File: config.mk
export PLATFORM = sky130hd
export DESIGN_NAME = adcr_regs
export DESIGN_NICKNAME = d
export VERILOG_FILES = /design/src/common/adcr_pkg.sv /design/src/logic/adcr_regs.sv
export SDC_FILE = /design/constraint.sdc
export NUM_CORES = 1
export LEC_CHECK = 0
export ABC_AREA = 1
export BUFFER_PORTS_ARGS = -buffer_cell sky130_fd_sc_hd__buf_2
export CAP_MARGIN = 15
export CORE_MARGIN = 3
export CORE_UTILIZATION = 40
export CTS_CLUSTER_DIAMETER = 60
export CTS_CLUSTER_SIZE = 25
export DETAILED_ROUTE_END_ITERATION = 12
export SYNTH_ARGS = -nofsm -noshare
export SYNTH_HDL_FRONTEND = slang
export SYNTH_SLANG_ARGS = --single-unit
export TNS_END_PERCENT = 100
File: constraint.sdc
create_clock -name sys_clk_in -period 4.4 [get_ports sys_clk_in]
set_clock_uncertainty 0.15 [all_clocks]
set_input_delay 0.66 -clock sys_clk_in [delete_from_list [all_inputs] [get_ports sys_clk_in]]
set_output_delay 0.66 -clock sys_clk_in [all_outputs]
set_load 0.02 [all_outputs]
File: src/common/adcr_pkg.sv
// Package with register map, reset values and carriers of the conductance bank.
`default_nettype none
package adcr_pkg;
    // ------------------------------------------------------------------
    // Register offsets and reset values
    // ------------------------------------------------------------------
    localparam logic [7:0] ADCR_N_DRV_OFFS = 8'h27;
    localparam logic [7:0] ADCR_P_CAR_OFFS = 8'h28;
    localparam logic [7:0] ADCR_P_MOD_OFFS = 8'h29;
    localparam logic [7:0] ADCR_N_DRV_RST = 8'h88;
    localparam logic [5:0] ADCR_P_CAR_RST = 6'h20;
    localparam logic [5:0] ADCR_P_MOD_RST = 6'h20;
    localparam logic [7:0] ADCR_RDATA_RST = 8'h00;

    // ------------------------------------------------------------------
    // Field layout
    // ------------------------------------------------------------------
    localparam int ADCR_N_CAR_LSB = 4;
    localparam int ADCR_N_MOD_LSB = 0;
    localparam int ADCR_N_FLD_W = 4;
    localparam int ADCR_P_FLD_W = 6;

    // Register write/read request from the host interface.
    typedef struct packed {
        logic wr_en;
        logic rd_en;
        logic [7:0] addr;
        logic [7:0] wdata;
    } adcr_req_t;

    // Conductance codes presented to the antenna output stages.
    typedef struct packed {
        logic [3:0] n_level;
        logic [5:0] p_level;
    } adcr_drive_t;
endpackage
`default_nettype wire

File: src/logic/adcr_regs.sv
// Antenna driver conductance register bank and output stage code selection.
//
// Behaviour
// - N-driver register at 27h, reset 88h; carrier code 7:4, modulation 3:0.
// - Carrier n code reaches the stage only while a driver is on.
// - Modulation n code reaches the stage only while a driver is on.
// - Soft power-down forces the top bit of every field to one.
// - Every field is a binary-weighted code, passed through unchanged; the code sets the top bit during soft power-down.
// - Carrier p register at 28h, reset 20h, field 5:0, 7:6 reserved.
// - P stage uses carrier p code whenever no modulation is sent.
// - Modulation p register at 29h, reset 20h, field 5:0, 7:6 reserved.
// - P stage uses modulation p code during modulation periods.
// - Forced full ASK makes the modulation p code have no effect.
`timescale 1ns/1ps
`default_nettype none
module adcr_regs #(
    parameter int ADDR_W = 8
) (
    input wire logic sys_clk_in,
    input wire logic rst_n_in,
    input wire logic reg_wr_en_in,
    input wire logic reg_rd_en_in,
    input wire logic [ADDR_W-1:0] reg_addr_in,
    input wire logic [7:0] reg_wdata_in,
    input wire logic antenna_driver_one_on_in,
    input wire logic antenna_driver_two_on_in,
    input wire logic modulation_active_in,
    input wire logic forced_full_ask_in,
    input wire logic soft_power_down_in,
    output logic [7:0] reg_rdata_out,
    output logic reg_rdata_valid_out,
    output logic driver_active_out,
    output adcr_pkg::adcr_drive_t drive_out
);
    // ------------------------------------------------------------------
    // Elaboration check
    // ------------------------------------------------------------------
    // The map ends at 29h, so at least six address bits are needed.
    if (ADDR_W < 6 || ADDR_W > 8) begin : g_bad_addr_w
        $error("ADDR_W must lie between 6 and 8.");
    end

    // ------------------------------------------------------------------
    // Reset release
    // ------------------------------------------------------------------
    logic rst_meta_q;
    logic rst_sync_q;

    // Assertion is immediate, release is two clocks late and glitch free.
    always_ff @(posedge sys_clk_in or negedge rst_n_in) begin
        if (!rst_n_in) begin
            rst_meta_q <= 1'b0;
            rst_sync_q <= 1'b0;
        end else begin
            rst_meta_q <= 1'b1;
            rst_sync_q <= rst_meta_q;
        end
    end

    // ------------------------------------------------------------------
    // Helpers
    // ------------------------------------------------------------------
    // Forces the top bit of an n field during soft power-down.
    function automatic logic [3:0] force_n(input logic [3:0] v,
                                           input logic spd);
        force_n = v | {spd, 3'h0};
    endfunction

    // Forces the top bit of a p field during soft power-down.
    function automatic logic [5:0] force_p(input logic [5:0] v,
                                           input logic spd);
        force_p = v | {spd, 5'h00};
    endfunction

    // ------------------------------------------------------------------
    // Register file
    // ------------------------------------------------------------------
    adcr_pkg::adcr_req_t req;
    logic [7:0] n_drv_q;
    logic [7:0] n_drv_d;
    logic [5:0] p_car_q;
    logic [5:0] p_car_d;
    logic [5:0] p_mod_q;
    logic [5:0] p_mod_d;

    // Request bundle; the address is zero-extended to the map width.
    always_comb begin
        req.wr_en = reg_wr_en_in;
        req.rd_en = reg_rd_en_in;
        req.addr = 8'h00;
        req.addr[ADDR_W-1:0] = reg_addr_in;
        req.wdata = reg_wdata_in;
    end

    // Write decode; the stored value is what the host wrote, the power-down
    // force is applied on the way out so it vanishes when power returns.
    always_comb begin
        n_drv_d = n_drv_q;
        p_car_d = p_car_q;
        p_mod_d = p_mod_q;
        if (req.wr_en && req.addr == adcr_pkg::ADCR_N_DRV_OFFS) begin
            n_drv_d = req.wdata;
        end else if (req.wr_en && req.addr == adcr_pkg::ADCR_P_CAR_OFFS) begin
            p_car_d = req.wdata[5:0];
        end else if (req.wr_en && req.addr == adcr_pkg::ADCR_P_MOD_OFFS) begin
            p_mod_d = req.wdata[5:0];
        end
    end

    always_ff @(posedge sys_clk_in or negedge rst_sync_q) begin
        if (!rst_sync_q) begin
            n_drv_q <= adcr_pkg::ADCR_N_DRV_RST;
            p_car_q <= adcr_pkg::ADCR_P_CAR_RST;
            p_mod_q <= adcr_pkg::ADCR_P_MOD_RST;
        end else begin
            n_drv_q <= n_drv_d;
            p_car_q <= p_car_d;
            p_mod_q <= p_mod_d;
        end
    end

    // ------------------------------------------------------------------
    // Effective field values
    // ------------------------------------------------------------------
    logic [3:0] n_carrier_level;
    logic [3:0] n_modulation_level;
    logic [5:0] p_carrier_level;
    logic [5:0] p_modulation_level;

    // Readback and drivers both see the forced values, so software can
    // observe what the output stage really receives.
    always_comb begin
        n_carrier_level = force_n(
            n_drv_q[adcr_pkg::ADCR_N_CAR_LSB +: adcr_pkg::ADCR_N_FLD_W],
            soft_power_down_in);
        n_modulation_level = force_n(
            n_drv_q[adcr_pkg::ADCR_N_MOD_LSB +: adcr_pkg::ADCR_N_FLD_W],
            soft_power_down_in);
        p_carrier_level = force_p(p_car_q, soft_power_down_in);
        p_modulation_level = force_p(p_mod_q, soft_power_down_in);
    end

    // ------------------------------------------------------------------
    // Read port
    // ------------------------------------------------------------------
    logic [7:0] rdata_q;
    logic [7:0] rdata_d;
    logic rvalid_q;
    logic rvalid_d;

    // Unmapped offsets read as zero; data stands until the next read.
    always_comb begin
        rdata_d = rdata_q;
        rvalid_d = req.rd_en;
        if (req.rd_en) begin
            if (req.addr == adcr_pkg::ADCR_N_DRV_OFFS) begin
                rdata_d = {n_carrier_level, n_modulation_level};
            end else if (req.addr == adcr_pkg::ADCR_P_CAR_OFFS) begin
                rdata_d = {2'h0, p_carrier_level};
            end else if (req.addr == adcr_pkg::ADCR_P_MOD_OFFS) begin
                rdata_d = {2'h0, p_modulation_level};
            end else begin
                rdata_d = adcr_pkg::ADCR_RDATA_RST;
            end
        end
    end

    always_ff @(posedge sys_clk_in or negedge rst_sync_q) begin
        if (!rst_sync_q) begin
            rdata_q <= adcr_pkg::ADCR_RDATA_RST;
            rvalid_q <= 1'b0;
        end else begin
            rdata_q <= rdata_d;
            rvalid_q <= rvalid_d;
        end
    end

    // ------------------------------------------------------------------
    // Output stage code selection
    // ------------------------------------------------------------------
    adcr_pkg::adcr_drive_t drive_q;
    adcr_pkg::adcr_drive_t drive_d;
    logic drv_on_q;
    logic drv_on_d;

    // Codes are binary weighted and passed through untouched; the analog
    // stage sums the weighted legs, so no decoding happens here.
    always_comb begin
        drv_on_d = antenna_driver_one_on_in | antenna_driver_two_on_in;
        drive_d.n_level = 4'h0;
        if (drv_on_d) begin
            if (modulation_active_in) begin
                drive_d.n_level = n_modulation_level;
            end else begin
                drive_d.n_level = n_carrier_level;
            end
        end
        if (!modulation_active_in) begin
            drive_d.p_level = p_carrier_level;
        end else if (forced_full_ask_in) begin
            // Full ASK switches the p stage off, so the code is unused.
            drive_d.p_level = 6'h00;
        end else begin
            drive_d.p_level = p_modulation_level;
        end
    end

    always_ff @(posedge sys_clk_in or negedge rst_sync_q) begin
        if (!rst_sync_q) begin
            drive_q <= '0;
            drv_on_q <= 1'b0;
        end else begin
            drive_q <= drive_d;
            drv_on_q <= drv_on_d;
        end
    end

    assign reg_rdata_out = rdata_q;
    assign reg_rdata_valid_out = rvalid_q;
    assign drive_out = drive_q;
    assign driver_active_out = drv_on_q;
endmodule
`default_nettype wire

# After elaboration in Yosys (flattened, before gate mapping)
# Cells that the tools add are included.
# Widths: inputs -> output; s select.
[totals]
register_bits = 42
elab_cells = 32
output_inout_bits = 20
in_bits = 25
[op_classes]
reduce_logical = 5
eq_ne = 3
n_mux = 7
bitwise_logic = 7
[op_table]
columns = ["operator", "n"]
rows = [
  ["$eq 8x6->1 const B", 3],
  ["$mux 6", 4],
  ["$or 6x6->6", 2],
  ["$mux 4", 2],
  ["$mux 8", 1],
  ["$or 4x4->4", 2],
  ["$logic_and 1x1->1", 3],
  ["$reduce_and 3->1", 1],
  ["$not 1->1", 2],
  ["$reduce_and 2->1", 1],
  ["$or 1x1->1", 1],
]

# Logic depth before layout (Yosys ltp)
# Gate-level depths: netlist (run 1).
[logic_depth]
depth_word = 4
ltp_mapped = 9
ltp_nobuf = 8

# Least setup slack after synthesis (run 1)
# No wires, ideal clock.
[synth_timing]
path_type = "input to register"
startpoint = "in reg_addr_in[2]"
endpoint = "reg p_mod_q[0]"
arrival_ps = 1394
slack_ps = 2737
setup_time_ps = 120
path_buffers = 1
stages = 9
t_required_ps = 4130
cell_sequence = "inv_1 nand2_2 nor2_4 nand2_2 nor2_4 buf_6 nand2_1 o21ai_0 inv_1"
[synth_between]
elab_chain_len = 4
word_cells_on_any_way = 9
cone_classes = "eq/ne: 3; bitwise: 2; reduce/logical: 4"
[synth_rtl]
columns = ["item", "line", "text"]
rows = [
  ["start: declaration", "adcr_regs.sv:23", "input wire logic [ADDR_W-1:0] reg_addr_in,"],
  ["$eq 8x6->1 (on tied branches)", "adcr_regs.sv:103, adcr_regs.sv:101", ""],
  ["$logic_and 1x1->1 (on tied branches)", "adcr_regs.sv:103, adcr_regs.sv:101", ""],
  ["$not 1->1 (no line)", "--", ""],
  ["$reduce_and 3->1 (no line) *", "--", ""],
  ["end signal: assignment", "adcr_regs.sv:114", "p_mod_q <= adcr_pkg::ADCR_P_MOD_RST;"],
  ["end signal: assignment", "adcr_regs.sv:118", "p_mod_q <= p_mod_d;"],
  ["end: declaration", "adcr_regs.sv:83", "logic [5:0] p_mod_q;"],
]
# Mark *: on every way between the ends. The rest lies on a longest branch, timed or not.
# A chain may end at the register's enable or synchronous reset.

# Worst setup path after layout (run 1)
[layout_timing]
startpoint = "in reg_addr_in[4]"
endpoint = "reg n_drv_q[4]"
[layout_between]
elab_chain_len = 2
[layout_rtl]
columns = ["item", "line", "text"]
rows = [
  ["$eq 8x6->1", "adcr_regs.sv:101", "if (req.wr_en && req.addr == adcr_pkg::ADCR_N_DRV_OFFS) begin"],
  ["$logic_and 1x1->1", "adcr_regs.sv:101", ""],
  ["end signal: assignment", "adcr_regs.sv:112", "n_drv_q <= adcr_pkg::ADCR_N_DRV_RST;"],
  ["end signal: assignment", "adcr_regs.sv:116", "n_drv_q <= n_drv_d;"],
  ["end: declaration", "adcr_regs.sv:79", "logic [7:0] n_drv_q;"],
]
# No other way between the ends.

==> impl_results.md, run 1 <==
* Crit path kind: primary input to flip-flop
* Clock Sinks at 42
* Fin cells at ~310
* Routed Antenna Nets at 0
* Root Driver: clkbuf_8
* Critical Path Most Common Cell: nand2_1
* Rows at 24
* Core Region at 4500 um^2
* Synth Register Bits at between 40 and 50
* Setup tns final at 0 ps
* TritonCTS Buffers at 5
* FF-to-FF Start: n_drv_q[3]$_DFFE_PN1P_
* Post-Place Cell Area at around 2100 um^2
* Worst R2R End: reg_rdata_out[3]$_DFFE_PN0P_
* Leakage power at roughly 1.2 nW
* Clock-pin slew on the worst setup and hold paths at approximately 80 ps
* Die ar. at between 5000 and 6000 um^2
* Setup bufs post-CTS at 0
* Initial antenna violation count at 0
* Via count at 1,496
* Routed len/inst at 12.7 um
* First-pass GRT wire length at roughly 6600 um
* CP top delay family: simple AND/OR/NAND/NOR gates
* Yosys warns at 0
* Cell variety after synth at 23
* Post-placement cell count at 305
* Max-slew violations at 0
* Status: complete, no violations
* Final Hold Fails at 0
* Overall routing resource usage at 0.155
* Max incr delay on CP at approximately 430 ps
* DP HPWL at ~3000 um
* R2R cell count at 5
* Vias in the first global route at about 1,400
* Setup crit start kind: primary input
* Tmin final at between 1500 and 2000 ps
* MaxCap Viol Count at 0
* Worst-Margin Slew at between 500 and 600 ps
* CP Max Fanout at 22
* PD cells at 337 nW/um^2
* Yosys top cell by area: dfrtp_1
* Fillers at between 400 and 500
* Peak VDD IR at about 0.00013 V
* IO Count at 45
* Largest net degree at the start of global routing at 41
* Endpoints failing setup at 0
* Starting Density at 0.428
* Max stage delay cell, worst path: nand3_2
* CP Capture Type: flip-flop
* # DRC at 0
* Worst Path Buf+Inv at 2
* I/O Buffers at 44
* Ant diodes at 0
* Slew HR at 0.666
* Synth top area share at 0.493
* Final GP Congestion at between 0.7 and 0.8
* Htree depth at 2
* Required @ worst endpoint at 4430 ps
* Ranking of synthesized cells by area: dfrtp_1 49%, nand2_1 11%, inv_1 7.0%
* TritonCTS clock tree: done
* DR pass1 iterations at 4
* Worst endpoint data arrival time at slightly below 2000 ps
* Post-Route WL at 3980 um
* DRT iter0 DRCs at 61
* HP Class: flip-flop to async pin
* Maximum clock insertion buffer count at 2
* Layout cells sized above 1 at 0.298
* Final period util at 0.437
* Gr ovfl total at 0
* Final non-filler cell area at approximately 2200 um^2
* Mean Syn Cell Area at approximately 9 um^2
* Routed vias/inst at 4.76
* Chip height at between 70 and 80 um
* Post-synthesis instance total at 216
* FF-to-FF setup slack at around 3200 ps
* Worst-path cell chain: buf_2 -> inv_1 -> nand2_1 -> nor2_4 -> nand3_2 -> nand2_1 -> o21ai_2
* Cell area after synthesis at between 1500 and 2000 um^2
* Synth-to-Final Area Change at 16.7%
* Post-Syn Nets at ~240
* RSZ-0062 raised after global routing: no
* Latest clock arrival within the worst-skew pair at a little under 300 ps
* FMAX at just over 0.5 GHz
* DIE WIDTH at approximately 75 um
* Seq/Total Area, Yosys at 0.548
* Net count, final at about 290
-- synthesized netlist by cell type (all sizes together) --
cell    number
o22ai        5
conb         1
nor3         1
inv         36
buf          7
or2          4
clkbuf       1
o21a         1
nor2         8
o21ai       24
dfrtp       38
a21oi        3
dfstp        4
nand3       25
nand2       58
-- sequential cells by signal (all words and copies together), names as in the netlist --
signal               cells
reg_rdata_valid_out      1
p_mod_q                  6
n_drv_q                  8
driver_active_out        1
p_car_q                  6
drive_out               10
rst_meta_q               1
reg_rdata_out            8
rst_sync_q               1
-- layer usage --
metal / share of wire / routed length, um / global-route usage
met5: 0 / 0 / 0
met3: 0.045 / 181 / 0.0396
met1: 0.45 / 1800 / 0.205
met4: 0.014 / 54 / 0.0524
met2: 0.49 / 1950 / 0.249
-- per-stage QoR --
stage                     setup WS [ps]  hold slack (ps)  power [mW]   util
after floorplan                    2740              181       0.481      -
after global placement             2220              164       0.513  0.477
after detailed placement           2180              171       0.514  0.477
after CTS                          2490              179       0.767  0.499
after global routing               2310              199       0.793  0.499
final                              2480              150       0.759  0.499
-- where the power goes --
part / switching, mW / total, mW / internal, mW
combinational: 0.0552 / 0.0854 / 0.0303
clock: 0.127 / 0.253 / 0.127
sequential: 0.0111 / 0.420 / 0.409
-- logic make-up (layout without fill, tap and decap cells) --
logic type,after synthesis,in the layout,synth area share
and+or+nand+nor,96,96,0.235
buffers and inverters,44,90,0.108
DFF,42,42,0.548
AOI/OAI and AO/OA,33,33,0.108
other,1,1,0.00194
-- cell usage in the layout (no fill, tap or decap), drive strengths merged --
master	netlist	routed
inv	36	36
buf	7	45
dfstp	4	4
a21oi	3	3
or2	4	4
o22ai	5	5
dfrtp	38	38
clkbuf	1	7
nor3	1	1
clkinv	0	1
o21ai	24	24
o21a	1	1
nor2	8	8
dlygate4sd3	0	1
nand2	58	58
conb	1	1
nand3	25	25
-- worst max-delay path by stage --
stage              startpoint                endpoint  depth (start not counted)
2_1_floorplan  reg_addr_in[2]  p_mod_q[0]$_DFFE_PN0P_                          9
3_3_place_gp   reg_addr_in[4]  n_drv_q[6]$_DFFE_PN0P_                          7
4_1_cts        reg_addr_in[4]  n_drv_q[4]$_DFFE_PN0P_                          7
3_5_place_dp   reg_addr_in[4]  n_drv_q[4]$_DFFE_PN0P_                          7
5_1_grt        reg_addr_in[4]  n_drv_q[0]$_DFFE_PN0P_                          7
6_report       reg_addr_in[4]  n_drv_q[4]$_DFFE_PN0P_                          7
-- worst register-to-register path, cell delays in order (launching register included) --
cell     delay, ps
dfstp_2        370
or2_2          290
nand3_1         90
nand3_1         90
nand2_1         70
nand2_1         40
-- layout make-up --
cell class                 instances  area [um^2]  area share
clock buffer                       7         86.3      0.0384
clock inverter                     1         5.00     0.00222
inverter                          36          135      0.0601
multi-input combinational        130          664       0.295
sequential                        42         1060       0.469
tap                               52         65.1      0.0289
timing repair buffer              46          238       0.106
-- what timing repair did --
item,4_1_cts,5_1_grt
resized for setup,0,0
hold endpoints to repair,2,0
hold buffers,1,0
No activity file was read; power rests on OpenSTA's default activity.
==> run 2, diff against run 1 <==
- clock period: 4.4 -> 1.58 ns (I/O delays scaled with it)
==> run 2 against run 1 <==
Net effect:
- utilization grew 1.7 points
- design area grew 3.3%
- worst hold slack lost 130 ps
- largest power group unchanged
==> impl_results.md, run 2 (same netlist as run 1, synthesis figures left out) <==
* Worst Path Buf+Inv at 0
* Routed vias/inst at 4.66
* CP Capture Type: flip-flop
* Net switching power at 0.549 mW
* Crit path from: n_drv_q[3]$_DFFE_PN1P_
* Most common cell after layout, fill and taps aside: nand2_1
* TritonCTS clock tree: done
* DRT iter0 DRCs at 132
* Routed Antenna Nets at 0
* Tmin final at ~1200 ps
* Net Sw Frac at 0.263
* Required @ worst endpoint at about 1600 ps
* Net count, final at about 300
* FF-to-FF Start: n_drv_q[3]$_DFFE_PN1P_
* Routed len/inst at roughly 12 um
* Worst endpoint data arrival time at 1260 ps
* First-pass GRT wire length at 6610 um
* Final setup margin at roughly 360 ps
* Status: complete, no violations
* DIE WIDTH at 75.4 um
* FMAX at around 0.8 GHz
* Final period util at 0.773
* HP Class: primary input to flip-flop
* Gr ovfl total at 0
* Endpoints failing setup at 0
* Clock-pin slew on the worst setup and hold paths at around 80 ps
* CP Max Fanout at 2
* Max stage delay cell, worst path: dfstp_2
* PD cells at approximately 900 nW/um^2
* Int Power at ~1.5 mW
* Htree depth at 2
* Root Driver: clkbuf_8
* Latest clock arrival within the worst-skew pair at around 300 ps
* Max FFs per register at 10
* Peak VDD IR at 0.000357 V
* Leakage power at 1.25 nW
* Worst slack, placed at about 160 ps
* Max incr delay on CP at approximately 380 ps
* Final GP Congestion at around 0.9
* Vias in the first global route at about 1,400
* Initial antenna violation count at 0
* TritonCTS Buffers at 5
* # DRC at 0
* Setup bufs post-CTS at 0
* DP HPWL at 3020 um
* Core Region at 4500 um^2
* Chip height at approximately 75 um
* Max-slew violations at 0
* Rows at 24
* Layout cells sized above 1 at 0.316
* I/O Buffers at 44
* FF-to-FF setup slack at between 300 and 400 ps
* Setup crit start kind: flip-flop
* Maximum clock insertion buffer count at 2
* Via count at 1,511
* RSZ-0062 raised after global routing: no
* Ant diodes at 0
* CP top delay family: simple AND/OR/NAND/NOR gates
* Most frequent cells in the layout: 56 x nand2_1, 44 x buf_2, 38 x dfrtp_1
* Clock power share at 0.322
* Starting Density at 0.428
* DR pass1 iterations at 4
* Worst-path cell chain: or2_2 -> nand3_1 -> nand3_1 -> nand2_1 -> nand2_1
* MaxCap Viol Count at 0
* Clock Sinks at 42
* Gate power share at 0.118
* PostCTS Resize Cnt at 0
* Die ar. at ~5700 um^2
* IO Count at 45
* Setup tns final at 0 ps
* Final Hold Fails at 0
* Largest net degree at the start of global routing at a little over 40
* Crit path kind: flip-flop to flip-flop
* Post-Route WL at roughly 4000 um
* Hold_sp: reg_wdata_in[0]
* Reg power frac at 0.560
* Synth-to-Final Area Change at 20.6%
* Overall routing resource usage at 0.158
run 2: cell type report:
| cell class | count | area, um^2 |
|---|---|---|
| flip-flops and latches | 42 | 1060 |
| clock buffers | 6 | 72.6 |
| inverters | 36 | 135 |
| well taps | 52 | 65.1 |
| clock inverters | 2 | 13.8 |
| multi-input cells | 130 | 664 |
| repair buffers | 56 | 318 |
| fillers | 454 | 2180 |
run 2: what timing repair did:
action / in CTS / in global routing
setup endpoints to repair: 0 / 0
endpoints found under the hold margin: 4 / 0
hold buffers: 3 / 0
run 2: power by group through the flow:
stage / clock network, mW / logic (mW) / registers [mW]
after floorplan: 0 / 0.113 / 1.23
after global placement: 0 / 0.244 / 1.19
after detailed placement: 0 / 0.246 / 1.19
after CTS: 0.699 / 0.253 / 1.17
after global routing: 0.724 / 0.280 / 1.18
final: 0.674 / 0.247 / 1.17
run 2: metal layers:
layer	vias up	track usage	share of wire
met4	0	0.0699	0.019
met5	-	0	0
met1	683	0.217	0.45
met3	7	0.0317	0.056
li1	780	-	-
met2	41	0.241	0.47
run 2: worst paths after layout:
path	cells past startpoint	endpoint
max	5	reg_rdata_out[3]$_DFFE_PN0P_
min	3	p_car_q[0]$_DFFE_PN0P_
max reg2reg	5	reg_rdata_out[3]$_DFFE_PN0P_
min reg2reg	1	n_drv_q[6]$_DFFE_PN0P_
max in group asynchronous	1	p_mod_q[5]$_DFFE_PN1P_
min in group asynchronous	2	rst_meta_q$_DFF_PN0_
run 2: per-stage QoR:
| step | util | power (mW) | area (um^2) | hold WS, ps | cells |
|---|---|---|---|---|---|
| CTS | 0.516 | 2.12 | 2320 | 10.6 | 324 |
| detailed placement | 0.490 | 1.44 | 2210 | -126 | 313 |
| finish | 0.516 | 2.09 | 2320 | 17.4 | 324 |
| global placement | 0.490 | 1.44 | 2210 | -127 | 313 |
| global route | 0.516 | 2.18 | 2320 | 22.8 | 324 |
| floorplan | - | 1.34 | 1930 | -209 | 216 |
run 2: tightest hold or removal path: stages:
cell     delay (ps)
buf_2            90
nand2_1          40
o21ai_0          60
